$ cat src/pkg/stm_pkg.sv
// package for the 16-bit standard timer: offsets, fields, types
package stm_pkg;

  // --------------------------------------------------------------------
  // register offsets (byte addresses on the plain register port)
  // --------------------------------------------------------------------
  localparam logic [3:0] OFF_CTRL0   = 4'h0;
  localparam logic [3:0] OFF_CTRL1   = 4'h1;
  localparam logic [3:0] OFF_CNT_LO  = 4'h2;
  localparam logic [3:0] OFF_CNT_HI  = 4'h3;
  localparam logic [3:0] OFF_CMPA_LO = 4'h4;
  localparam logic [3:0] OFF_CMPA_HI = 4'h5;
  localparam logic [3:0] OFF_PERIOD  = 4'h6;
  localparam logic [3:0] OFF_IRQ_ST  = 4'h7;
  localparam logic [3:0] OFF_IRQ_MSK = 4'h8;

  // --------------------------------------------------------------------
  // field positions
  // --------------------------------------------------------------------
  localparam int PAUSE_BIT  = 7;
  localparam int CKSEL_LSB  = 4;
  localparam int ENABLE_BIT = 3;
  localparam int MODE_LSB   = 6;
  localparam int PINFN_LSB  = 4;
  localparam int INIT_BIT   = 3;
  localparam int POL_BIT    = 2;
  localparam int DPX_BIT    = 1;
  localparam int CCLR_BIT   = 0;
  localparam int IRQ_A_BIT  = 0;
  localparam int IRQ_P_BIT  = 1;

  // --------------------------------------------------------------------
  // reset values and counts
  // --------------------------------------------------------------------
  localparam logic [7:0]  CTRL_RST     = 8'h00;
  localparam logic [15:0] CNT_RST      = 16'h0000;
  localparam logic [7:0]  CTRL0_RDMASK = 8'hf8;
  localparam logic [5:0]  DIV_RST      = 6'h00;

  // clock select codes
  localparam logic [2:0] CK_SYS4   = 3'h0;
  localparam logic [2:0] CK_SYS    = 3'h1;
  localparam logic [2:0] CK_HI16   = 3'h2;
  localparam logic [2:0] CK_HI64   = 3'h3;
  localparam logic [2:0] CK_SUB0   = 3'h4;
  localparam logic [2:0] CK_SUB1   = 3'h5;
  localparam logic [2:0] CK_EXT_RI = 3'h6;
  localparam logic [2:0] CK_EXT_FA = 3'h7;

  // mode select codes
  localparam logic [1:0] MODE_CMP = 2'h0;
  localparam logic [1:0] MODE_UND = 2'h1;
  localparam logic [1:0] MODE_PWM = 2'h2;
  localparam logic [1:0] MODE_TMR = 2'h3;

  // pin function codes
  localparam logic [1:0] FN_KEEP  = 2'h0;
  localparam logic [1:0] FN_LOW   = 2'h1;
  localparam logic [1:0] FN_HIGH  = 2'h2;
  localparam logic [1:0] FN_TOG   = 2'h3;

  // --------------------------------------------------------------------
  // types
  // --------------------------------------------------------------------
  typedef enum logic [1:0] {
    SP_IDLE,
    SP_RUN,
    SP_DONE
  } stm_sp_t;

  typedef struct packed {
    logic [3:0] addr;
    logic [7:0] wdata;
    logic       wr;
    logic       rd;
  } stm_bus_t;

  typedef struct packed {
    logic [7:0]  ctrl0;
    logic [7:0]  ctrl1;
    logic [15:0] cnt;
    logic [15:0] cmpa;
    logic [7:0]  period;
    logic [7:0]  buf8;
    logic [1:0]  irq_st;
    logic [1:0]  irq_msk;
    logic [7:0]  rdata;
    logic        pin;
    logic        irq;
    logic        irq_a;
    logic        irq_p;
    logic        ext_s1;
    logic        ext_s2;
    logic        ext_d;
    logic [5:0]  div;
    stm_sp_t     sp;
  } stm_state_t;

endpackage : stm_pkg

$ cat src/hdl/stm_timer.sv
// 16-bit standard timer: counter, two comparators, output pin, registers
//
// Operation
// [RULE1] sixteen-bit counter counting up on selected clock
// [RULE2] comparator P matches period against counter high byte
// [RULE3] comparator A matches all sixteen counter bits
// [RULE4] separate interrupt requests for A and P
// [RULE5] overflow or selected match clears the counter
// [RULE6] enable rising edge also clears the counter
// [RULE7] pause bit holds count, resume from held
// [RULE8] clock select picks divided, sub or pin edge
// [RULE9] pin is trigger in single pulse mode
// [RULE10] compare match drives pin high, low, toggle
// [RULE11] pwm appears on the same output pin
// [RULE12] low byte write buffered, copied on high write
// [RULE13] high read latches low byte into buffer
// [RULE14] counter read only, compare pair, period byte
// [RULE15] enable runs counter, rise zeroes, fall keeps
// [RULE16] mode field selects compare, pwm, timer mode
// [RULE17] period zero gives 65536, else N times 256
// [RULE18] pin synchronised, one count per selected edge
module stm_timer (
  input  wire logic       mclk_i,
  input  wire logic       sys_rst_i,
  input  wire logic [3:0] reg_addr_i,
  input  wire logic [7:0] reg_wdata_i,
  input  wire logic       reg_wr_i,
  input  wire logic       reg_rd_i,
  input  wire logic       hi_tick_i,
  input  wire logic       sub_tick_i,
  input  wire logic       ext_clock_pin_i,
  output logic      [7:0] reg_rdata_o,
  output logic            timer_output_pin_o,
  output logic            irq_a_o,
  output logic            irq_p_o,
  output logic            irq_o
);

  // --------------------------------------------------------------------
  // state and bus bundle
  // --------------------------------------------------------------------
  stm_pkg::stm_state_t state_ff;
  stm_pkg::stm_state_t nxt_state;
  stm_pkg::stm_bus_t   bus;

  assign bus = '{addr: reg_addr_i, wdata: reg_wdata_i,
                 wr: reg_wr_i, rd: reg_rd_i};

  // --------------------------------------------------------------------
  // outputs straight from flip-flops
  // --------------------------------------------------------------------
  assign reg_rdata_o        = state_ff.rdata;
  assign timer_output_pin_o = state_ff.pin;
  assign irq_a_o            = state_ff.irq_a;
  assign irq_p_o            = state_ff.irq_p;
  assign irq_o              = state_ff.irq;

  // --------------------------------------------------------------------
  // next state
  // --------------------------------------------------------------------
  // the high-speed and sub clocks arrive as one-cycle ticks from the clock
  // unit, so the counter stays in the system domain and needs no crossing
  always_comb begin
    logic [2:0]  cksel;
    logic [1:0]  mode;
    logic [1:0]  pinfn;
    logic        en_now;
    logic        en_new;
    logic        tick;
    logic        match_a;
    logic        match_p;
    logic        ovf;
    logic        clr;
    logic        init_lvl;
    logic        raw;
    logic        ext_rise;
    logic        ext_fall;
    logic [1:0]  ev;
    logic [15:0] duty_v;
    logic [15:0] per_v;
    nxt_state = state_ff;
    tick     = 1'b0;
    match_a  = 1'b0;
    match_p  = 1'b0;
    ovf      = 1'b0;
    clr      = 1'b0;
    ext_rise = 1'b0;
    ext_fall = 1'b0;
    duty_v   = 16'h0000;
    per_v    = 16'h0000;
    cksel    = state_ff.ctrl0[stm_pkg::CKSEL_LSB +: 3];
    mode     = state_ff.ctrl1[stm_pkg::MODE_LSB +: 2];
    pinfn    = state_ff.ctrl1[stm_pkg::PINFN_LSB +: 2];
    en_now   = state_ff.ctrl0[stm_pkg::ENABLE_BIT];
    en_new   = en_now;
    init_lvl = state_ff.ctrl1[stm_pkg::INIT_BIT];
    raw      = 1'b0;
    ev       = 2'b00;

    // two-stage synchroniser, edge detect on the second stage only
    nxt_state.ext_s1 = ext_clock_pin_i;
    nxt_state.ext_s2 = state_ff.ext_s1;
    nxt_state.ext_d  = state_ff.ext_s2;
    ext_rise = state_ff.ext_s2 & ~state_ff.ext_d;  // RULE18
    ext_fall = ~state_ff.ext_s2 & state_ff.ext_d;  // RULE18

    // prescaler runs freely except under the hi selects, so the divided ticks are evenly spaced
    nxt_state.div = state_ff.div + 6'h01;
    case (cksel)
      stm_pkg::CK_SYS4:   tick = (state_ff.div[1:0] == 2'h3);  // RULE8
      stm_pkg::CK_SYS:    tick = 1'b1;                         // RULE8
      stm_pkg::CK_HI16:   tick = hi_tick_i
                                 & (state_ff.div[3:0] == 4'hf); // RULE8
      stm_pkg::CK_HI64:   tick = hi_tick_i
                                 & (state_ff.div == 6'h3f);     // RULE8
      stm_pkg::CK_SUB0,
      stm_pkg::CK_SUB1:   tick = sub_tick_i;                   // RULE8
      stm_pkg::CK_EXT_RI: tick = ext_rise;                     // RULE18
      stm_pkg::CK_EXT_FA: tick = ext_fall;                     // RULE18
      default:            tick = 1'b0;
    endcase
    // hi ticks only advance the divider when present
    if (cksel == stm_pkg::CK_HI16 || cksel == stm_pkg::CK_HI64) begin
      nxt_state.div = hi_tick_i ? state_ff.div + 6'h01 : state_ff.div;
    end

    // single pulse mode uses the pin as trigger, not as clock
    if (mode == stm_pkg::MODE_PWM && pinfn == stm_pkg::FN_TOG) begin
      tick = (cksel == stm_pkg::CK_EXT_RI || cksel == stm_pkg::CK_EXT_FA)
             ? 1'b1 : tick;
    end

    // comparators
    match_a = (state_ff.cnt == state_ff.cmpa);               // RULE3
    // p looks at the high byte the next tick reaches, so a period of n
    // spans exactly n x 256 ticks instead of one block more
    match_p = (state_ff.cnt[15:8] + 8'h01 == state_ff.period); // RULE2
    ovf     = (state_ff.cnt == 16'hffff);
    // a match counts only on the tick that would leave the matched value
    if (state_ff.ctrl1[stm_pkg::CCLR_BIT] &&
        mode != stm_pkg::MODE_PWM) begin
      clr = match_a;                                         // RULE5
    end else if (state_ff.period == 8'h00) begin
      clr = ovf;                                             // RULE17
    end else begin
      clr = match_p & (state_ff.cnt[7:0] == 8'hff);          // RULE17
    end

    // counting: enable on, pause off
    if (en_now && !state_ff.ctrl0[stm_pkg::PAUSE_BIT] && tick &&
        state_ff.sp != stm_pkg::SP_IDLE) begin               // RULE7
      if (clr) begin
        nxt_state.cnt = stm_pkg::CNT_RST;                    // RULE5
      end else begin
        nxt_state.cnt = state_ff.cnt + 16'h0001;             // RULE1
      end
      ev[stm_pkg::IRQ_A_BIT] = (state_ff.cnt + 16'h0001 == state_ff.cmpa);
      ev[stm_pkg::IRQ_P_BIT] = clr & ~state_ff.ctrl1[stm_pkg::CCLR_BIT];
    end

    // single pulse sequencing; other modes stay running
    case (state_ff.sp)
      stm_pkg::SP_IDLE: begin
        if (!(mode == stm_pkg::MODE_PWM && pinfn == stm_pkg::FN_TOG)) begin
          nxt_state.sp = stm_pkg::SP_RUN;
        end else if ((cksel == stm_pkg::CK_EXT_FA) ? ext_fall
                                                   : ext_rise) begin
          nxt_state.sp = stm_pkg::SP_RUN;                    // RULE9
        end
      end
      stm_pkg::SP_RUN: begin
        if (mode == stm_pkg::MODE_PWM && pinfn == stm_pkg::FN_TOG &&
            ev[stm_pkg::IRQ_A_BIT]) begin
          nxt_state.sp = stm_pkg::SP_DONE;
        end
      end
      stm_pkg::SP_DONE: nxt_state.sp = stm_pkg::SP_DONE;
      default:          nxt_state.sp = stm_pkg::SP_IDLE;
    endcase

    // output pin per mode
    duty_v = state_ff.ctrl1[stm_pkg::DPX_BIT] ? {state_ff.period, 8'h00}
                                              : state_ff.cmpa;
    per_v  = state_ff.ctrl1[stm_pkg::DPX_BIT] ? state_ff.cmpa
                                              : {state_ff.period, 8'h00};
    case (mode)
      stm_pkg::MODE_CMP: begin
        raw = state_ff.pin ^ state_ff.ctrl1[stm_pkg::POL_BIT];
        if (ev[stm_pkg::IRQ_A_BIT]) begin
          case (pinfn)
            stm_pkg::FN_LOW:  raw = 1'b0;                    // RULE10
            stm_pkg::FN_HIGH: raw = 1'b1;                    // RULE10
            stm_pkg::FN_TOG:  raw = ~raw;                    // RULE10
            default:          raw = raw;
          endcase
        end
      end
      stm_pkg::MODE_PWM: begin
        case (pinfn)
          stm_pkg::FN_KEEP: raw = ~init_lvl;
          stm_pkg::FN_LOW:  raw = init_lvl;
          stm_pkg::FN_HIGH: raw = (state_ff.cnt < duty_v &&
                                   (per_v == 16'h0000 ||
                                    state_ff.cnt < per_v))
                                  ? init_lvl : ~init_lvl;    // RULE11
          default:          raw = (state_ff.sp == stm_pkg::SP_RUN)
                                  ? init_lvl : ~init_lvl;    // RULE9
        endcase
      end
      default: raw = state_ff.pin ^ state_ff.ctrl1[stm_pkg::POL_BIT];
    endcase
    nxt_state.pin = raw ^ state_ff.ctrl1[stm_pkg::POL_BIT];

    // interrupt strobes and sticky status; set wins over clear
    nxt_state.irq_a = ev[stm_pkg::IRQ_A_BIT];                // RULE4
    nxt_state.irq_p = ev[stm_pkg::IRQ_P_BIT];                // RULE4
    nxt_state.irq_st = state_ff.irq_st;
    if (bus.wr && bus.addr == stm_pkg::OFF_IRQ_ST) begin
      nxt_state.irq_st = state_ff.irq_st & ~bus.wdata[1:0];
    end
    nxt_state.irq_st = nxt_state.irq_st | ev;

    // register writes; no path writes the counter directly
    if (bus.wr) begin
      case (bus.addr)
        stm_pkg::OFF_CTRL0: begin
          nxt_state.ctrl0 = bus.wdata & stm_pkg::CTRL0_RDMASK;
          en_new = bus.wdata[stm_pkg::ENABLE_BIT];
        end
        stm_pkg::OFF_CTRL1:   nxt_state.ctrl1 = bus.wdata;
        stm_pkg::OFF_CMPA_LO: nxt_state.buf8 = bus.wdata;      // RULE12
        stm_pkg::OFF_CMPA_HI: nxt_state.cmpa = {bus.wdata,
                                                state_ff.buf8}; // RULE12
        stm_pkg::OFF_PERIOD:  nxt_state.period = bus.wdata;    // RULE14
        stm_pkg::OFF_IRQ_MSK: nxt_state.irq_msk = bus.wdata[1:0];
        default: ;
      endcase
    end

    // enable rise zeroes the count and, outside timer mode, rearms the pin
    if (en_new && !en_now) begin
      nxt_state.cnt = stm_pkg::CNT_RST;                      // RULE6
      nxt_state.sp  = stm_pkg::SP_IDLE;                      // RULE15
      if (mode != stm_pkg::MODE_TMR) begin
        nxt_state.pin = init_lvl ^ state_ff.ctrl1[stm_pkg::POL_BIT];
      end
    end

    // register reads, data in the following cycle
    nxt_state.rdata = 8'h00;
    if (bus.rd) begin
      case (bus.addr)
        stm_pkg::OFF_CTRL0:   nxt_state.rdata = state_ff.ctrl0;
        stm_pkg::OFF_CTRL1:   nxt_state.rdata = state_ff.ctrl1;
        stm_pkg::OFF_CNT_HI: begin
          nxt_state.rdata = state_ff.cnt[15:8];              // RULE13
          nxt_state.buf8  = state_ff.cnt[7:0];               // RULE13
        end
        stm_pkg::OFF_CMPA_HI: begin
          nxt_state.rdata = state_ff.cmpa[15:8];             // RULE13
          nxt_state.buf8  = state_ff.cmpa[7:0];              // RULE13
        end
        stm_pkg::OFF_CNT_LO,
        stm_pkg::OFF_CMPA_LO: nxt_state.rdata = state_ff.buf8; // RULE13
        stm_pkg::OFF_PERIOD:  nxt_state.rdata = state_ff.period;
        stm_pkg::OFF_IRQ_ST:  nxt_state.rdata = {6'h00, state_ff.irq_st};
        stm_pkg::OFF_IRQ_MSK: nxt_state.rdata = {6'h00, state_ff.irq_msk};
        default:              nxt_state.rdata = 8'h00;
      endcase
    end

    nxt_state.irq = |(nxt_state.irq_st & nxt_state.irq_msk);
    if (mode == stm_pkg::MODE_UND) begin
      nxt_state.sp = stm_pkg::SP_RUN;                        // RULE16
    end
  end

  // --------------------------------------------------------------------
  // state register
  // --------------------------------------------------------------------
  always_ff @(posedge mclk_i or posedge sys_rst_i) begin
    if (sys_rst_i) begin
      state_ff <= '{ctrl0: stm_pkg::CTRL_RST, ctrl1: stm_pkg::CTRL_RST,
                    cnt: stm_pkg::CNT_RST, cmpa: stm_pkg::CNT_RST,
                    period: stm_pkg::CTRL_RST, buf8: stm_pkg::CTRL_RST,
                    irq_st: 2'h0, irq_msk: 2'h0,
                    rdata: stm_pkg::CTRL_RST, pin: 1'b0, irq: 1'b0,
                    irq_a: 1'b0, irq_p: 1'b0, ext_s1: 1'b0,
                    ext_s2: 1'b0, ext_d: 1'b0, div: stm_pkg::DIV_RST,
                    sp: stm_pkg::SP_IDLE};
    end else begin
      state_ff <= nxt_state;
    end
  end

endmodule : stm_timer

$ cat config.mk
export PLATFORM = sky130hd
export DESIGN_NAME = stm_timer
export DESIGN_NICKNAME = d
export VERILOG_FILES = /design/src/pkg/stm_pkg.sv /design/src/hdl/stm_timer.sv
export SDC_FILE = /design/constraint.sdc
export NUM_CORES = 1
export LEC_CHECK = 0
export BUFFER_PORTS_ARGS = -buffer_cell sky130_fd_sc_hd__buf_2
export CORE_MARGIN = 2
export CORE_UTILIZATION = 35
export DETAILED_ROUTE_END_ITERATION = 16
export PLACE_DENSITY = 0.47
export SETUP_SLACK_MARGIN = 0.5
export SYNTH_ARGS = -nofsm -noshare
export SYNTH_HDL_FRONTEND = slang
export SYNTH_SLANG_ARGS = --single-unit
$ cat constraint.sdc
create_clock -name mclk_i -period 3.82 [get_ports mclk_i]
set_input_delay 0.191 -clock mclk_i [delete_from_list [all_inputs] [get_ports mclk_i]]
set_output_delay 0.191 -clock mclk_i [all_outputs]
set_load 0.05 [all_outputs]
**Word level (Yosys, flattened, before mapping)**

Cells that the tools add are included.
Widths: inputs -> output; s select.

- Reductions and logical operators: 31
- Mux-type cells: 39
- Bitwise logic cells: 18
- Add/subtract/negate cells: 3
- $lt $le $gt $ge: 2
- Equal/unequal tests: 35

Operators by type and width:

| operator | number |
|---|---|
| $mux 16 | 5 |
| $pmux 8 s8 | 1 |
| $eq 16x16->1 | 2 |
| $lt 16x16->1 | 2 |
| $mux 8 | 4 |
| $mux 2 | 9 |
| $add 16x1->16 const B | 1 |
| $eq 16x16->1 const B | 1 |
| $eq 4x3->1 const B | 4 |
| $logic_not 16->1 | 1 |
| $pmux 8 s2 | 1 |
| $eq 3x3->1 const B | 4 |
| $mux 1 | 12 |
| $mux 6 | 2 |
| $eq 2x2->1 const B | 5 |
| $reduce_and 2->1 | 5 |
| $logic_and 1x1->1 | 9 |
| $add 8x1->8 const B | 1 |
| $eq 4x2->1 const B | 2 |
| $eq 4x4->1 const B | 2 |
| $eq 8x8->1 | 1 |
| $eq 8x8->1 const B | 1 |
| $logic_not 8->1 | 1 |
| $pmux 1 s7 | 1 |
| other kinds (25) | 51 |

- Output and inout bits: 12
- Logic and storage cells: 146
- Flip-flop bits (word level): 88

**Depth between registers and ports, before layout**

- Depth after elaboration: 13
- Gate-level depth with buffers: 14

**Least setup slack after synthesis**

OpenSTA, ideal clock, no wires.

- Path kind: flip-flop to flip-flop
- Start: register state_ff[76] (netlist name)
- End: register state_ff, in the netlist timer_output_pin_o
- Clock period less this slack: 3.168 ns
- Data arrival time: 3.034 ns
- Setup time: 0.134 ns
- Setup slack: 0.652 ns
- Path buffers: 3
- Cell stages (with the launch flop): 15
- Cells stage by stage: dfrtp_1 buf_2 clkbuf_1 buf_1 mux2i_1 ha_1 and4_1 nor4b_1 a211oi_1 a211oi_1 o31ai_1 mux2i_1 o32ai_1 o311ai_2 xor2_1

RTL lines:

| element | RTL line | text |
|---|---|---|
| start: declaration | stm_timer.sv:42 | `stm_pkg::stm_state_t state_ff;` |
| start signal: assignment | stm_timer.sv:283 | `state_ff <= '{ctrl0: stm_pkg::CTRL_RST, ctrl1: stm_pkg::CTRL_RST,` |
| start signal: assignment | stm_timer.sv:292 | `state_ff <= nxt_state;` |

==> impl_metrics.prom <==
# TYPE chip_impl_metric gauge
chip_impl_metric{name="yosysWarningCount",unit=""} 0
chip_impl_metric{name="slew-limit-headroom",unit="%"} 30.8
chip_impl_metric{name="drive_gt1_share",unit="%"} 17.6
chip_impl_metric{name="worst-endpoint-required",unit="ns"} 4.05
chip_impl_metric{name="leakagePower",unit="nW"} 3.03
chip_impl_metric{name="first_iter_violations",unit=""} 396
chip_impl_info{name="cts_tree",value="yes"} 1
chip_impl_metric{name="grt.total_usage",unit="%"} 20.5
chip_impl_metric{name="tightest_slew",unit="ns"} 1.03
chip_impl_info{name="grt_setup_unrepaired",value="true"} 1
chip_impl_info{name="outcome",value="complete, no violations"} 1
chip_impl_metric{name="final_cells",unit=""} 888
chip_impl_metric{name="first_global_vias",unit=""} 4998
chip_impl_metric{name="dp.final_hpwl",unit="um"} 14300
chip_impl_metric{name="finish.net_count",unit=""} 712
chip_impl_metric{name="tns",unit="ns"} 0
chip_impl_metric{name="clock_latency",unit="ns"} 0.35
chip_impl_metric{name="final_cycle_share",unit="%"} 81.9
chip_impl_metric{name="post-route-drc-count",unit=""} 0
chip_impl_metric{name="fp.dieW",unit="um"} 138
chip_impl_metric{name="placedCellCount",unit=""} 870
chip_impl_metric{name="cts_sinks",unit=""} 88
chip_impl_metric{name="antenna_found_initial",unit=""} 0
chip_impl_metric{name="max_transition_viols_final",unit=""} 0
chip_impl_metric{name="postRouteAntennaNets",unit=""} 0
chip_impl_metric{name="hold-worst-slack",unit="ns"} 0.170
chip_impl_metric{name="layout-area-overhead-vs-synth",unit="%"} 10.2
chip_impl_metric{name="max_clock_freq",unit="MHz"} 320
chip_impl_metric{name="drt_pre_antenna_iters",unit=""} 5
chip_impl_metric{name="wl_per_cell",unit="um"} 21.0
chip_impl_metric{name="die_area",unit="sq um"} 19000
chip_impl_metric{name="ys_types",unit=""} 69
chip_impl_info{name="type_of_the_worst_min_delay_path",value="input pin to register"} 1
chip_impl_metric{name="finalHoldViolCount",unit=""} 0
chip_impl_metric{name="ys_seq_area_share",unit="%"} 35.2
chip_impl_info{name="cp-startpoint",value="state_ff[76]"} 1
chip_impl_metric{name="initial_utilization",unit="%"} 35.9
chip_impl_metric{name="setup_skew",unit="ns"} 0.00700
chip_impl_metric{name="post_synth_instance_area",unit="sq um"} 6260
chip_impl_metric{name="post_synth_edffs",unit=""} 0
chip_impl_info{name="final_cell_mix",value="87 x dfrtp_1, 58 x nand2_1, 45 x o21ai_0"} 1
chip_impl_metric{name="fin_total_pwr",unit="mW"} 3.68
chip_impl_metric{name="ys_ff_latch",unit=""} 88
chip_impl_metric{name="synthArstFlopShare",unit="%"} 100
chip_impl_metric{name="buffer_ports.inserted",unit=""} 30
chip_impl_metric{name="numCtsBuffers",unit=""} 9
chip_impl_info{name="regToRegStartpoint",value="state_ff[76]"} 1
chip_impl_metric{name="totalWireLength",unit="um"} 18600
chip_impl_info{name="end_kind",value="register"} 1
chip_impl_metric{name="syn_inst",unit=""} 653
chip_impl_metric{name="vdd_drop_max",unit="mV"} 0.247
chip_impl_metric{name="grt_first_pass_wirelength",unit="um"} 29200
chip_impl_metric{name="synth_net_count",unit=""} 707
chip_impl_metric{name="worst-path-max-fanout",unit=""} 17
chip_impl_metric{name="maximum_number_of_pins_on_one_net_before_global_route_repair",unit=""} 39
chip_impl_metric{name="setup.reg_to_reg.worst_slack",unit="ns"} 0.69
chip_impl_metric{name="grt-ovfl-total",unit=""} 0
chip_impl_info{name="endpoint_of_the_worst_setup_timing_path",value="timer_output_pin_o"} 1
chip_impl_metric{name="finalSetupViolations",unit=""} 0
chip_impl_info{name="cts.root.buffer_cell",value="clkbuf_16"} 1
chip_impl_info{name="reg2reg_to",value="timer_output_pin_o"} 1
chip_impl_info{name="dominantRegCellSynth",value="dfrtp_1"} 1
chip_impl_metric{name="critical_path_arrival",unit="ns"} 3.36
chip_impl_metric{name="dr_total_vias",unit=""} 5138
chip_impl_metric{name="core_region",unit="sq um"} 17400
chip_impl_metric{name="dp_slack",unit="ns"} 0.623
chip_impl_metric{name="ctsHtreeMaxLevel",unit=""} 3
chip_impl_metric{name="io_pins",unit=""} 31
chip_impl_info{name="start_kind",value="register"} 1
chip_impl_metric{name="row_count",unit=""} 48
chip_impl_metric{name="worst_setup_margin",unit="ns"} 0.693
chip_impl_metric{name="syn_area_per_cell",unit="sq um"} 9.59
chip_impl_metric{name="postCtsSetupBuffers",unit=""} 0
chip_impl_info{name="setup.worst_path.class",value="register to register"} 1
chip_impl_metric{name="die_h",unit="um"} 138
chip_impl_metric{name="hold-path-cell-count",unit=""} 2
chip_impl_metric{name="cap_viol_max_count",unit=""} 0
chip_impl_metric{name="reg2reg_depth",unit=""} 11
chip_impl_metric{name="path_clk_slew",unit="ns"} 0.07
chip_impl_info{name="layout_commonest_cell",value="dfrtp_1"} 1
chip_impl_metric{name="num_antenna_cells",unit=""} 0
chip_impl_metric{name="route.detailed.vias_per_inst",unit=""} 5.79
chip_impl_metric{name="cts.path.max_buffers",unit=""} 2
chip_impl_metric{name="power-per-cell-area",unit="nW/um^2"} 534
chip_impl_metric{name="final.min_clock_period",unit="ns"} 3.13
chip_impl_metric{name="place_congestion",unit=""} 0.920
critical path, stage by stage (launching register included):
cell,delay (ns)
dfrtp_2,0.52
buf_4,0.24
or2b_1,0.25
ha_1,0.32
nand4_1,0.09
a311o_1,0.38
a211oi_1,0.42
o31ai_1,0.16
mux2i_1,0.14
o32ai_1,0.16
o311ai_2,0.16
xor2_1,0.16
cell type report:
class / count / area (sq um)
Fill cell: 1769 / 10500
Multi-Input combinational cell: 509 / 3800
Sequential cell: 88 / 2200
Tap cell: 225 / 282
Timing Repair Buffer: 42 / 245
Clock buffer: 10 / 239
Clock inverter: 6 / 97.6
Inverter: 8 / 31.3
through the flow:
step | cell area, sq um | utilization [%]
global route | 6900 | 39.6
CTS | 6890 | 39.6
detailed placement | 6530 | 37.5
global placement | 6530 | 37.5
finish | 6900 | 39.6
floorplan | 6260 | -
worst min-delay path by stage:
stage / start / endpoint
3_5_place_dp: sys_rst_i / state_ff[51]
3_3_place_gp: sys_rst_i / state_ff[43]
5_1_grt: reg_wdata_i[2] / state_ff[53]
2_1_floorplan: ext_clock_pin_i / nxt_state[9]
6_report: reg_wdata_i[2] / state_ff[53]
4_1_cts: reg_wdata_i[2] / state_ff[53]
routing by layer:
metal,track usage [%],vias to the layer above,part of all wire (%)
li1,-,2400,-
met1,29.2,2583,47
met2,32.3,131,47
met3,2.69,24,4.5
met4,6.35,0,1.9
met5,0,-,0
flip-flops by register name (all words and copies together) (netlist names):
signal              cells
irq_a_o                 1
irq_o                   1
irq_p_o                 1
nxt_state               2
reg_rdata_o             8
state_ff               74
timer_output_pin_o      1
synthesized netlist by cell type, types with 3 or more instances:
library cell	n	area [sq um]
dfrtp_1	88	2200
nand2_1	58	218
o21ai_0	45	225
mux2_2	41	462
nor2_1	39	146
ha_1	35	438
mux2i_1	33	330
a21oi_1	28	140
xnor2_1	24	210
xor2_1	22	193
clkbuf_1	19	71.3
nand3_1	17	85.1
buf_2	15	75.1
nor2b_1	13	81.3
nand2b_1	12	75.1
a22o_1	11	96.3
nand4_1	11	68.8
a211oi_1	10	75.1
nor3_1	10	50.1
buf_4	9	67.6
o31ai_1	9	67.6
inv_1	8	30.0
a221oi_1	7	61.3
nor3b_1	7	52.6
nor4_1	6	37.5
a22oi_1	4	30.0
and2_1	4	25.0
and4_1	4	35.0
buf_1	4	15.0
nor4b_1	4	35.0
a31oi_1	3	18.8
logic make-up after synthesis:
kind of cell    share of synthesized area (%)
compound gates                           15.1
xor+xnor                                 6.44
fa+ha+maj                                7.00
buf+inv                                  4.22
flops                                    35.2
mux                                      13.4
simple gates                             18.7
what timing repair did:
action / in CTS / in global routing
hold buffers: 2 / 0
gates resized for setup: 0 / 2
setup endpoints to repair: 0 / 2
hold endpoints to repair: 25 / 0
report_power, final:
group / switching [mW] / internal, mW / total (mW)
logic: 0.636 / 0.561 / 1.20
clock network: 0.416 / 0.602 / 1.02
registers: 0.345 / 1.12 / 1.47
total: 1.40 / 2.29 / 3.68
Note: power is estimated with default switching activity, not from simulation.
